File: src/pd_pkg.sv
/*
 * Constants and types for the link partner power detection block.
 * Assumes a 40 MHz core clock and a 16-bit management register port.
 */
package pd_pkg;

    // ************************************************************
    // Register offsets.
    // ************************************************************
    localparam logic [4:0] OFS_CONTROL = 5'h00;
    localparam logic [4:0] OFS_INT_ENABLE = 5'h12;
    localparam logic [4:0] OFS_INT_FLAG = 5'h13;
    localparam logic [4:0] OFS_EXT_CONTROL = 5'h14;
    localparam logic [4:0] OFS_STATUS_DELAY = 5'h1b;

    // ************************************************************
    // Field positions and reset values.
    // ************************************************************
    localparam int BIT_SOFT_RESET = 15;
    localparam int BIT_IE_CHANGE = 2;
    localparam int BIT_FLAG_CHANGE = 2;
    localparam int BIT_DETECT_EN = 2;
    localparam int BIT_NEED_POWER = 4;
    localparam int DELAY_LSB = 5;
    localparam int DELAY_MSB = 8;
    localparam logic [3:0] DELAY_RST = 4'h4;
    localparam logic [3:0] DELAY_ZERO = 4'h0;
    localparam logic [15:0] RDATA_ZERO = 16'h0000;

    // ************************************************************
    // Timing.
    // ************************************************************
    localparam int CLK_HZ = 40000000;
    localparam int DROP_UNIT_MS = 5000;
    localparam int TICK_CYCLES_DEF = DROP_UNIT_MS * (CLK_HZ / 1000);
    localparam int TB_WIDTH = 28;

    // ************************************************************
    // Detection states.
    // ************************************************************
    typedef enum logic [1:0] {
        ST_OFF = 2'b00,
        ST_WATCH = 2'b01,
        ST_PROBE = 2'b11,
        ST_POWERED = 2'b10
    } detect_state_type;

endpackage

File: src/power_timebase.sv
/*
 * Timebase that pulses once per drop-delay unit of core clock cycles.
 * Assumes restart is a synchronous level from the controller.
 */
`timescale 1ns/1ps
module power_timebase #(
    parameter int TICK_CYCLES = pd_pkg::TICK_CYCLES_DEF
) (
    input wire logic mclk,
    input wire logic rst_n,
    input wire logic restart,
    output logic tick
);

    typedef struct packed {
        logic [pd_pkg::TB_WIDTH-1:0] cnt;
        logic tick;
    } tb_state_type;

    tb_state_type cur_q;
    tb_state_type cur_d;

    // ************************************************************
    // Counter.
    // ************************************************************
    always_comb begin
        cur_d = cur_q;
        cur_d.tick = 1'b0;
        if (restart) begin
            cur_d.cnt = '0;
        end else if (cur_q.cnt == pd_pkg::TB_WIDTH'(TICK_CYCLES - 1)) begin
            cur_d.cnt = '0;
            cur_d.tick = 1'b1;
        end else begin
            cur_d.cnt = cur_q.cnt + pd_pkg::TB_WIDTH'(1);
        end
    end

    always_ff @(posedge mclk) begin
        if (!rst_n) begin
            cur_q <= '0;
        end else begin
            cur_q <= cur_d;
        end
    end

    assign tick = cur_q.tick;

endmodule

File: src/drop_timer.sv
/*
 * Counts timebase ticks while a drop is pending and flags expiry.
 * Assumes tick is one cycle long and run falls when the wait ends.
 */
`timescale 1ns/1ps
module drop_timer (
    input wire logic mclk,
    input wire logic rst_n,
    input wire logic run,
    input wire logic tick,
    input wire logic [3:0] delay,
    output logic expire
);

    typedef struct packed {
        logic [3:0] cnt;
    } dt_state_type;

    dt_state_type cur_q;
    dt_state_type cur_d;
    logic [3:0] cnt_inc;

    // ************************************************************
    // Tick counter.
    // ************************************************************
    always_comb begin
        cur_d = cur_q;
        cnt_inc = cur_q.cnt + 4'h1;
        expire = 1'b0;
        if (!run) begin
            cur_d.cnt = 4'h0;
        end else if (tick) begin
            cur_d.cnt = cnt_inc;
            if (cnt_inc >= delay) begin
                expire = 1'b1;
            end
        end
    end

    always_ff @(posedge mclk) begin
        if (!rst_n) begin
            cur_q <= '0;
        end else begin
            cur_q <= cur_d;
        end
    end

endmodule

File: src/power_detect_ctrl.sv
/*
 * Control and status logic for detecting whether a link partner needs power.
 * Assumes synchronous partner activity and filter-seen inputs from the line logic.
 */
// Our own choice: the strobed register port.
// Overview of operation
// - A written enable value takes effect only at the next soft reset.
// - Enable 0 disables, 1 enables detection; hardware reset 0, soft reset updates.
// - When enabled, watch for partner activity; active partner means no probing.
// - A silent partner is probed with detection pulses.
// - A partner showing a low-pass filter is classed as needing power.
// - The need-power status bit rises as soon as such a partner is seen.
// - Interrupt enable bit, reset 0 by hardware, kept by soft reset.
// - Status change sets the change flag; interrupt only when enabled.
// - After the filter is lost, wait five seconds times the delay field.
// - Delay field resets to four, kept across soft reset.
// - Delay zero drops the status bit at once.
// - Status bit and change flag clear on hardware and soft reset.
`timescale 1ns/1ps
module power_detect_ctrl #(
    parameter int TICK_CYCLES = pd_pkg::TICK_CYCLES_DEF
) (
    input wire logic mclk,
    input wire logic rst_n,
    input wire logic [4:0] reg_addr,
    input wire logic [15:0] reg_wdata,
    input wire logic reg_wr,
    input wire logic reg_rd,
    output logic [15:0] reg_rdata,
    input wire logic partner_activity,
    input wire logic filter_detected,
    output logic detect_pulse_en,
    output logic irq
);

    typedef struct packed {
        logic en_pending;
        logic en_active;
        logic ie;
        logic flag;
        logic need_power;
        logic [3:0] delay;
        pd_pkg::detect_state_type state;
        logic pulse;
        logic [15:0] rdata;
    } ctrl_state_type;

    localparam ctrl_state_type CTRL_RST = '{
        en_pending: 1'b0,
        en_active: 1'b0,
        ie: 1'b0,
        flag: 1'b0,
        need_power: 1'b0,
        delay: pd_pkg::DELAY_RST,
        state: pd_pkg::ST_OFF,
        pulse: 1'b0,
        rdata: pd_pkg::RDATA_ZERO
    };

    ctrl_state_type cur_q;
    ctrl_state_type cur_d;
    logic sw_rst;
    logic seen;
    logic run;
    logic tick;
    logic expire;

    // ************************************************************
    // Timing of the status drop.
    // ************************************************************
    // wait restarts whenever the filter is seen.
    assign run = cur_q.need_power && !seen && (cur_q.delay != pd_pkg::DELAY_ZERO);

    power_timebase #(
        .TICK_CYCLES(TICK_CYCLES)
    ) u_timebase (
        .mclk(mclk),
        .rst_n(rst_n),
        .restart(!run),
        .tick(tick)
    );

    drop_timer u_drop_timer (
        .mclk(mclk),
        .rst_n(rst_n),
        .run(run),
        .tick(tick),
        .delay(cur_q.delay),
        .expire(expire)
    );

    // ************************************************************
    // Register port and detection sequence.
    // ************************************************************
    always_comb begin
        cur_d = cur_q;
        cur_d.rdata = pd_pkg::RDATA_ZERO;
        sw_rst = reg_wr && (reg_addr == pd_pkg::OFS_CONTROL)
            && reg_wdata[pd_pkg::BIT_SOFT_RESET];
        seen = cur_q.pulse && filter_detected && !partner_activity;

        if (reg_wr) begin
            case (reg_addr)
                pd_pkg::OFS_INT_ENABLE: begin
                    cur_d.ie = reg_wdata[pd_pkg::BIT_IE_CHANGE];
                end
                pd_pkg::OFS_EXT_CONTROL: begin
                    cur_d.en_pending = reg_wdata[pd_pkg::BIT_DETECT_EN];
                end
                pd_pkg::OFS_STATUS_DELAY: begin
                    cur_d.delay = reg_wdata[pd_pkg::DELAY_MSB:pd_pkg::DELAY_LSB];
                end
                default: begin
                end
            endcase
        end

        if (reg_rd) begin
            case (reg_addr)
                pd_pkg::OFS_INT_ENABLE: begin
                    cur_d.rdata[pd_pkg::BIT_IE_CHANGE] = cur_q.ie;
                end
                pd_pkg::OFS_INT_FLAG: begin
                    cur_d.rdata[pd_pkg::BIT_FLAG_CHANGE] = cur_q.flag;
                    cur_d.flag = 1'b0;
                end
                pd_pkg::OFS_EXT_CONTROL: begin
                    cur_d.rdata[pd_pkg::BIT_DETECT_EN] = cur_q.en_pending;
                end
                pd_pkg::OFS_STATUS_DELAY: begin
                    cur_d.rdata[pd_pkg::BIT_NEED_POWER] = cur_q.need_power;
                    cur_d.rdata[pd_pkg::DELAY_MSB:pd_pkg::DELAY_LSB] = cur_q.delay;
                end
                default: begin
                end
            endcase
        end

        case (cur_q.state)
            pd_pkg::ST_OFF: begin
                if (cur_q.en_active) begin
                    cur_d.state = pd_pkg::ST_WATCH;
                end
            end
            pd_pkg::ST_WATCH: begin
                if (!partner_activity) begin
                    cur_d.state = pd_pkg::ST_PROBE;
                end
            end
            pd_pkg::ST_PROBE: begin
                if (partner_activity) begin
                    cur_d.state = pd_pkg::ST_WATCH;
                end else if (seen) begin
                    // filter response classes partner as powered.
                    cur_d.state = pd_pkg::ST_POWERED;
                end
            end
            pd_pkg::ST_POWERED: begin
                if (partner_activity) begin
                    cur_d.state = pd_pkg::ST_WATCH;
                end else if (!seen && (expire || cur_q.delay == pd_pkg::DELAY_ZERO)) begin
                    cur_d.state = pd_pkg::ST_PROBE;
                end
            end
            default: begin
                cur_d.state = pd_pkg::ST_OFF;
            end
        endcase
        if (!cur_q.en_active) begin
            cur_d.state = pd_pkg::ST_OFF;
        end

        // status rises as soon as the filter is seen.
        if (seen && cur_q.state == pd_pkg::ST_PROBE) begin
            cur_d.need_power = 1'b1;
        end
        // delayed drop; immediate when delay is zero.
        if (cur_q.need_power && !seen
            && (expire || cur_q.delay == pd_pkg::DELAY_ZERO)) begin
            cur_d.need_power = 1'b0;
        end

        // a status rise or drop sets the flag, winning over a read clear but not over a soft reset.
        if (cur_d.need_power != cur_q.need_power) begin
            cur_d.flag = 1'b1;
        end

        // soft reset applies the pending enable.
        if (sw_rst) begin
            // enable updates from the written value.
            cur_d.en_active = cur_q.en_pending;
            // soft reset clears status and flag.
            cur_d.need_power = 1'b0;
            cur_d.flag = 1'b0;
            cur_d.state = pd_pkg::ST_OFF;
        end

        cur_d.pulse = (cur_d.state == pd_pkg::ST_PROBE)
            || (cur_d.state == pd_pkg::ST_POWERED);
    end

    // hardware reset loads the documented values.
    always_ff @(posedge mclk) begin
        if (!rst_n) begin
            cur_q <= CTRL_RST;
        end else begin
            cur_q <= cur_d;
        end
    end

    // ************************************************************
    // Outputs.
    // ************************************************************
    assign reg_rdata = cur_q.rdata;
    assign detect_pulse_en = cur_q.pulse;
    // interrupt gated by the enable bit.
    assign irq = cur_q.flag && cur_q.ie;
endmodule

File: config.mk
export PLATFORM = sky130hd
export DESIGN_NAME = power_detect_ctrl
export DESIGN_NICKNAME = d
export VERILOG_FILES = /design/src/pd_pkg.sv /design/src/power_timebase.sv /design/src/drop_timer.sv /design/src/power_detect_ctrl.sv
export SDC_FILE = /design/constraint.sdc
export NUM_CORES = 1
export LEC_CHECK = 0
export BUFFER_PORTS_ARGS = -buffer_cell sky130_fd_sc_hd__buf_2
export CAP_MARGIN = 20
export CORE_ASPECT_RATIO = 0.6
export CORE_MARGIN = 5
export CORE_UTILIZATION = 42
export CTS_CLUSTER_SIZE = 20
export DETAILED_ROUTE_END_ITERATION = 7
export GPL_ROUTABILITY_DRIVEN = 1
export SYNTH_ARGS = -nofsm -noshare
export SYNTH_HDL_FRONTEND = slang
export SYNTH_SLANG_ARGS = --single-unit
File: constraint.sdc
create_clock -name mclk -period 3.2 [get_ports mclk]
set_clock_uncertainty 0.05 [all_clocks]
set_input_delay 0.64 -clock mclk [delete_from_list [all_inputs] [get_ports mclk]]
set_output_delay 0.64 -clock mclk [all_outputs]
set_load 0.005 [all_outputs]
After elaboration in Yosys (flattened, before gate mapping)
Cells that the tools add are included.

$add $sub $neg: 2. $lt $le $gt $ge: 1. Equal/unequal tests: 11. Multiplexer cells: 18. Bitwise gates (word level): 2. Reductions and logical operators: 29.

Operators with widths (count): 28-bit by 1-bit adder with 28-bit output (second input constant) (1); 28-bit == test (second input constant) (1); 5-bit == test (second input constant) (4); 2-bit two-way mux (7); 2-bit AND reduction (6); 1-bit logical AND (10); 1-bit two-way mux (9); 2-bit == test (second input constant) (4); 2-bit case mux with 4 select lines (1); 5-bit zero test (1); 4-bit by 1-bit adder with 4-bit output (second input constant) (1); 4-bit greater-or-equal comparator (1); 4-bit zero test (1); 2-bit nonzero test (2); 4-bit nonzero test (1); 1-bit case mux with 3 select lines (1); 3-bit AND reduction (1); 3-bit OR reduction (1); 2-bit by 1-bit == test with 1-bit output (second input constant) (1); 1-bit zero test (2); 2-bit zero test (1); 1-bit logical OR (2); 1-bit NOT (2); 2-bit OR reduction (1); 1-bit != test (1).

Flip-flop bits (word level): 61. Bits of input ports: 27. Output and inout port bits: 18. Word-level logic and storage cells: 77.

Longest topological paths before layout
Gate-level depths: netlist of the first run.

Word-level depth: 15. Mapped depth: 8. Gate-level depth less buffers: 8.

Cells and area by module
From an unflattened synthesis of the first run, not the netlist that was laid out.

Cell total of the unflattened synthesis: 291. Area total of the unflattened synthesis: 2577.5 um^2.

Modules (own cells, without submodules): power_timebase (instances 1, cells each 163, area an instance 1410.1 um^2, seq. area each 580.6 um^2); power_detect_ctrl (instances 1, cells each 96, area an instance 887.1 um^2, seq. area each 360.3 um^2); drop_timer (instances 1, cells each 32, area an instance 280.3 um^2, seq. area each 80.1 um^2).

Worst setup path before layout of the first run
OpenSTA, ideal clock, no wires.

Path type: flip-flop to flip-flop. Start: register u_timebase.cur_q[19] (netlist bit). End: register u_timebase.cur_q[16] (netlist bit). Setup time: 0.115 ns. Data arrival time: 1.801 ns. Data required time: 3.035 ns. Setup slack: 1.234 ns. Cell stages (with the launch flop): 7. Path buffers: 1. Period minus slack after synthesis: 1.966 ns. Cells stage by stage: dfxtp_1 or4_4 nor4_4 nand2_4 o21ai_4 buf_6 nor2_1.

Word-level cells in the longest chain between the ends: 2.

Ends and longest elaborated chain: start: declaration (RTL line power_timebase.sv:20) `tb_state_type cur_q;`; start signal: assignment (RTL line power_timebase.sv:43) `cur_q <= cur_d;`; 28-bit == test (RTL line power_timebase.sv:31) `end else if (cur_q.cnt == pd_pkg::TB_WIDTH'(TICK_CYCLES - 1)) begin`; 3-bit OR reduction (no source line).

Every way passes these cells. A chain may end at the register's enable or synchronous reset.

Worst setup path in the final report of the first run
Start: register u_timebase.cur_q[19] (netlist bit). End: register u_timebase.cur_q[28] (netlist bit).

Word-level cells in the longest chain between the ends: 2. Elaborated cells on any way between the ends: 3. Classes of those cells: add/sub (1); eq/ne (1); reduce/logical (1).

Ends and longest elaborated chain: parallel branches: the longest is 2 deep, another holds 28-bit by 1-bit adder with 28-bit output.

Parallel ways; which one is timed is not known.

==> impl_metrics.py, run 1 <==
metrics = {
    "timing": {
        "slew_headroom_pct": 46.7,
        "period_share_pct": 70.9,
        "fin_crit_ps": 2270,
        "fmax_ghz": 0.441,
        "rsz0062_at_grt": "no",
        "worst_slew_pin_slew_ps": 792,
        "drv_slew": 0,
        "setup_viol": 0,
        "tns_ps": 0,
        "finalHoldViolCount": 0,
    },
    "route": {
        "drtIter0Drc": 92,
        "num_vias": 1995,
        "dr.pass1.iters": 4,
        "drcViolationCount": 0,
        "drt_wl_total_um": 4850,
        "final_antenna_net_count": 0,
        "viasPerCell": 5.10,
        "wire_per_inst_um": 12.4,
    },
    "setup_path": {
        "r2r_cells": 5,
        "cp_data_arrival_time_ps": 2400,
        "r2r-start": "u_timebase.cur_q[19]$_SDFF_PP0_",
        "start_kind": "register",
        "r2r_slack_ps": 930,
        "critPathLaunch": "u_timebase.cur_q[19]$_SDFF_PP0_",
        "cp.required_ps": 3330,
        "worstSetupEndpointType": "register",
        "reg2reg_to": "u_timebase.cur_q[28]$_SDFF_PP0_",
        "path_max_fanout": 16,
        "critPathKind": "reg -> reg",
    },
    "synth": {
        "ys.flop_type": "dfxtp_1",
        "ys_ff_latch": 51,
        "syn_area_mm2": 0.00251,
        "yosysMostFrequentCell": "dfxtp_1",
        "synthArstFlopShare_pct": 0,
        "yosysTopAreaCellShare_pct": 40.7,
        "synth_edf_count": 0,
        "netlist_top_cells_area": "dfxtp_1 41%, nor2_1 5.1%, buf_4 4.8%",
        "synthTopCellsByCount": "51 x dfxtp_1, 34 x nor2_1, 23 x nand3_1, 21 x nand2_1, 16 x buf_4",
        "postSynthCellCount": 293,
        "ys_seq_area_share_pct": 40.7,
        "postSynthAreaPerCell_um2": 8.57,
        "synth_area_leader_cell": "dfxtp_1",
        "synth_warnings": 0,
        "ys_types": 43,
    },
    "floorplanning": {
        "fp.dieW_um": 110,
        "core_mm2": 0.00568,
        "die_h_um": 69.9,
        "rows": 21,
        "dieArea_mm2": 0.00767,
        "initial_core_util_pct": 44.2,
        "io_pins": 45,
    },
    "power": {
        "power.density_mw_per_mm2": 413,
        "leakage_uw": 0.000965,
        "irDropWorstVdd_uv": 153,
    },
    "clock_tree": {
        "cts-root-buf": "clkbuf_8",
        "cts_hold_buf": 0,
        "cts_resized": 0,
        "cts_made_buffers": 5,
        "cts.sinks": 51,
        "clockBufferDepth": 2,
        "cts_setup_buffers": 0,
        "cts_tree": "built",
        "htree_levels": 2,
        "clk_latency_ps": 300,
        "clk_pin_slew_worst_paths_ps": 90,
    },
    "job": {
        "maxCapViolCount": 0,
    },
    "hold_path": {
        "min_from": "cur_q[18]$_SDFF_PN0_",
        "holdPathStages": 1,
        "worstHoldEndpoint": "cur_q[17]$_SDFF_PN0_",
        "hold_path.class": "reg -> reg",
    },
    "placement": {
        "gp_congestion": 0.839,
        "hpwl_um": 3700,
        "portBuffers": 24,
        "dpl_cell_area_mm2": 0.00261,
    },
    "grt": {
        "grtUsageTotal_pct": 13.3,
        "grt-ovfl-total": 0,
        "antenna_found_initial": 0,
        "grt_pass1_vias": 1705,
        "grt_pass1_wl_um": 8220,
        "grt_max_degree": 18,
    },
    "outcome": {
        "outcome": "complete, no violations",
    },
    "final_layout": {
        "final_nets": 343,
        "num_antenna_cells": 0,
        "syn_to_final_growth_pct": 8.67,
        "drive_gt1_share_pct": 14.1,
        "design_area_mm2": 0.00273,
    },
}
-- routing by layer --
metal	global-route usage, %	vias up	share of wire [%]
met3	3.87	8	4.5
li1	-	1043	-
met4	3.87	0	1.3
met2	15.5	31	35
met5	0	-	0
met1	22.1	913	59
-- critical path, cell delays in order, from the launching register on --
cell	delay, ps
dfxtp_1	380
or4_4	560
nor4_4	550
nand2_4	110
o21ai_4	400
nor2_1	100
-- state kept, by name, indices dropped and copies added (netlist names) --
signal	count
u_timebase.tick	1
detect_pulse_en	1
u_timebase.cur_q	28
u_drop_timer.cur_q	4
cur_q	11
reg_rdata	6
-- metrics by stage --
stage / total power, uW / worst slack [ps] / utilization (%) / cells / hold slack, ps
3_3_place_gp: 677 / 930 / 46.0 / 383 / 407
6_report: 1130 / 930 / 48.1 / 391 / 425
2_1_floorplan: 672 / 1230 / - / 302 / 381
4_1_cts: 1140 / 912 / 48.1 / 391 / 425
3_5_place_dp: 678 / 932 / 46.0 / 383 / 408
5_1_grt: 1170 / 756 / 48.1 / 391 / 459
-- layout make-up --
class / instances / area [um2]
clock buffers: 6 / 82.6
clock inverters: 2 / 35.0
fillers: 596 / 2950
inverters: 7 / 26.3
multi-input cells: 221 / 1340
flip-flops and latches: 51 / 1020
well taps: 80 / 100
repair buffers: 24 / 120
-- kinds of logic after synthesis --
logic type | after synthesis | share of synthesized area (%)
flip-flops | 51 | 40.7
multiplexers | 5 | 2.04
AO/OA/AOI/OAI | 36 | 8.72
other | 1 | 0.149
adder cells (fa/ha/maj) | 6 | 2.99
XOR/XNOR | 23 | 8.03
buffers and inverters | 30 | 7.18
AND/OR/NAND/NOR | 141 | 30.2
-- cells in the final DEF (no fill, tap or decap), types with 2 or more instances in the layout --
| cell type | Yosys | routed |
|---|---|---|
| a31oi_1 | 5 | 5 |
| nand3b_1 | 3 | 3 |
| or4_1 | 2 | 2 |
| mux2i_1 | 4 | 4 |
| dfxtp_1 | 51 | 51 |
| nand3_1 | 23 | 23 |
| nor4_1 | 6 | 6 |
| nand2b_1 | 2 | 2 |
| o21ai_0 | 10 | 10 |
| buf_2 | 0 | 24 |
| xnor2_1 | 12 | 12 |
| or3_1 | 3 | 3 |
| nand2_1 | 21 | 21 |
| conb_1 | 1 | 10 |
| and2_1 | 7 | 7 |
| and3_1 | 2 | 2 |
| a21oi_1 | 12 | 12 |
| xor2_1 | 11 | 11 |
| nand4_1 | 13 | 13 |
| nor2_1 | 34 | 34 |
| ha_1 | 6 | 6 |
| inv_1 | 7 | 7 |
| nor3_1 | 10 | 10 |
| clkbuf_8 | 0 | 6 |
| a21boi_0 | 5 | 5 |
| or4_4 | 2 | 2 |
| nor2b_1 | 3 | 3 |
-- worst max-delay path by stage --
stage	end	slack, ps
5_1_grt	u_timebase.cur_q[28]$_SDFF_PP0_	760
2_1_floorplan	u_timebase.cur_q[16]$_SDFF_PP0_	1230
6_report	u_timebase.cur_q[28]$_SDFF_PP0_	930
3_5_place_dp	u_timebase.cur_q[28]$_SDFF_PP0_	930
4_1_cts	u_timebase.cur_q[28]$_SDFF_PP0_	910
3_3_place_gp	u_timebase.cur_q[4]$_SDFF_PP0_	930
-- power breakdown --
part           switching (uW)  internal (uW)  leakage [uW]
logic                    16.6           11.3      0.000493
clock network             210            253     0.0000612
registers               0.593            635      0.000411
No activity file was read; power rests on OpenSTA's default activity.
==> inputs of run 2 (changes only) <==
Settings changed: PLACE_DENSITY from default to 0.65.
Clock period 3.2 ns to 2 ns, I/O delays scaled along.
==> impl_metrics.py, run 2 (synthesis results as in run 1) <==
metrics = {
    "outcome": {
        "outcome": "complete, no violations",
    },
    "final_layout": {
        "fill_cells": 586,
        "num_antenna_cells": 0,
        "syn_to_final_growth_pct": 15.3,
        "drive_gt1_share_pct": 21.4,
        "largest_register": "u_timebase.cur_q",
        "layout_commonest_cell": "dfxtp_1",
        "largest_reg_flops": 28,
        "final_nets": 364,
        "instances_no_fill": 412,
        "design_area_mm2": 0.00289,
        "layout_common_cells": "49 x dfxtp_1, 34 x nor2_1, 24 x buf_2",
    },
    "setup_path": {
        "cp_data_arrival_time_ps": 2070,
        "crit_path_top_delay_cell": "or4_4",
        "r2r_cells": 5,
        "cp.required_ps": 2160,
        "max_stage_delay_ps": 630,
        "worstSetupEndpointType": "register",
        "worstPathCellList": "nand4_1 > or4_4 > nor4_2 > xnor2_1 > nor2_1",
        "cp_num_buf_inv": 0,
        "path_max_fanout": 5,
        "critPathKind": "reg -> reg",
        "crit_cells": 5,
        "start_kind": "register",
        "crit_family": "simple AND/OR/NAND/NOR gates",
    },
    "grt": {
        "grtUsageTotal_pct": 15.1,
        "grt_max_degree": 17,
        "grt_pass1_wl_um": 9270,
        "grt-ovfl-total": 0,
        "grt_pass1_vias": 1932,
        "antenna_found_initial": 0,
    },
    "clock_tree": {
        "cts_setup_buffers": 0,
        "clockBufferDepth": 2,
        "cts_tree": "built",
        "htree_levels": 2,
        "cts.sinks": 51,
        "clk_latency_ps": 310,
        "clk_pin_slew_worst_paths_ps": 90,
        "cts-root-buf": "clkbuf_8",
        "cts_made_buffers": 5,
    },
    "power": {
        "power.density_mw_per_mm2": 570,
        "leakage_uw": 0.00107,
        "irDropWorstVdd_uv": 268,
    },
    "route": {
        "drcViolationCount": 0,
        "drt_wl_total_um": 5420,
        "num_vias": 2067,
        "drtIter0Drc": 106,
        "wire_per_inst_um": 13.2,
        "final_antenna_net_count": 0,
        "dr.pass1.iters": 4,
        "viasPerCell": 5.02,
    },
    "floorplanning": {
        "die_h_um": 69.9,
        "io_pins": 45,
        "core_mm2": 0.00568,
        "fp.dieW_um": 110,
        "dieArea_mm2": 0.00767,
        "initial_core_util_pct": 44.2,
        "rows": 21,
    },
    "timing": {
        "worst_slew_pin_slew_ps": 529,
        "slew_headroom_pct": 64.4,
        "period_share_pct": 95.5,
        "fin_crit_ps": 1910,
        "setup_viol": 0,
        "fmax_ghz": 0.524,
        "drv_slew": 0,
        "finalHoldViolCount": 0,
    },
    "job": {
        "maxCapViolCount": 0,
    },
    "placement": {
        "hpwl_um": 4120,
        "dpl.cell_count": 404,
        "dpl_cell_area_mm2": 0.00278,
        "gp_congestion": 0.854,
        "portBuffers": 24,
    },
    "hold_path": {
        "holdPathStages": 2,
        "hold_path.class": "in -> reg",
    },
}
## run 2: final cells by class
cell class | instances | area, um2 | area share (%)
multi-input cells | 221 | 1370 | 47.2
flip-flops and latches | 51 | 1020 | 35.4
repair buffers | 45 | 294 | 10.2
well taps | 80 | 100 | 3.46
clock buffers | 5 | 68.8 | 2.38
inverters | 7 | 26.3 | 0.908
clock inverters | 3 | 15.0 | 0.519
## run 2: path summary, 6_finish.rpt
path	startpoint	to	slack [ps]
max reg2reg	u_timebase.cur_q[17]$_SDFF_PP0_	u_timebase.cur_q[28]$_SDFF_PP0_	90
min	partner_activity	detect_pulse_en$_SDFF_PN0_	260
min reg2reg	cur_q[18]$_SDFF_PN0_	cur_q[17]$_SDFF_PN0_	430
max	u_timebase.cur_q[17]$_SDFF_PP0_	u_timebase.cur_q[28]$_SDFF_PP0_	90
## run 2: timing repair
item / in CTS / in global routing
hold buffers: 0 / 0
resized for setup: 1 / 8
setup endpoints to repair: 1 / 17
gates cloned: 0 / 0
## run 2: metrics by stage
stage | setup WS (ps) | setup TNS [ps] | util [%] | hold WS [ps] | total power (uW)
floorplan | 34.0 | 0 | - | 381 | 1070
detailed placement | 4.85 | 0 | 49.0 | 420 | 1080
CTS | 47.5 | 0 | 50.5 | 259 | 1660
global placement | 58.6 | 0 | 49.0 | 403 | 1080
finish | 89.9 | 0 | 51.0 | 260 | 1650
global route | -5.51 | -5.51 | 51.0 | 282 | 1720
## run 2: layer usage
layer	routed length (um)	GRT usage, %	vias to the layer above
met3	250	3.31	8
met1	3050	24.4	945
met2	2040	19.0	40
met5	0	0	-
met4	80	4.98	0
li1	-	-	1074
## run 2: where the power goes
| group | switching [uW] | internal [uW] | total [uW] |
|---|---|---|---|
| Sequential | 0.985 | 1020 | 1020 |
| Clock | 348 | 240 | 588 |
| Combinational | 26.9 | 18.4 | 45.3 |
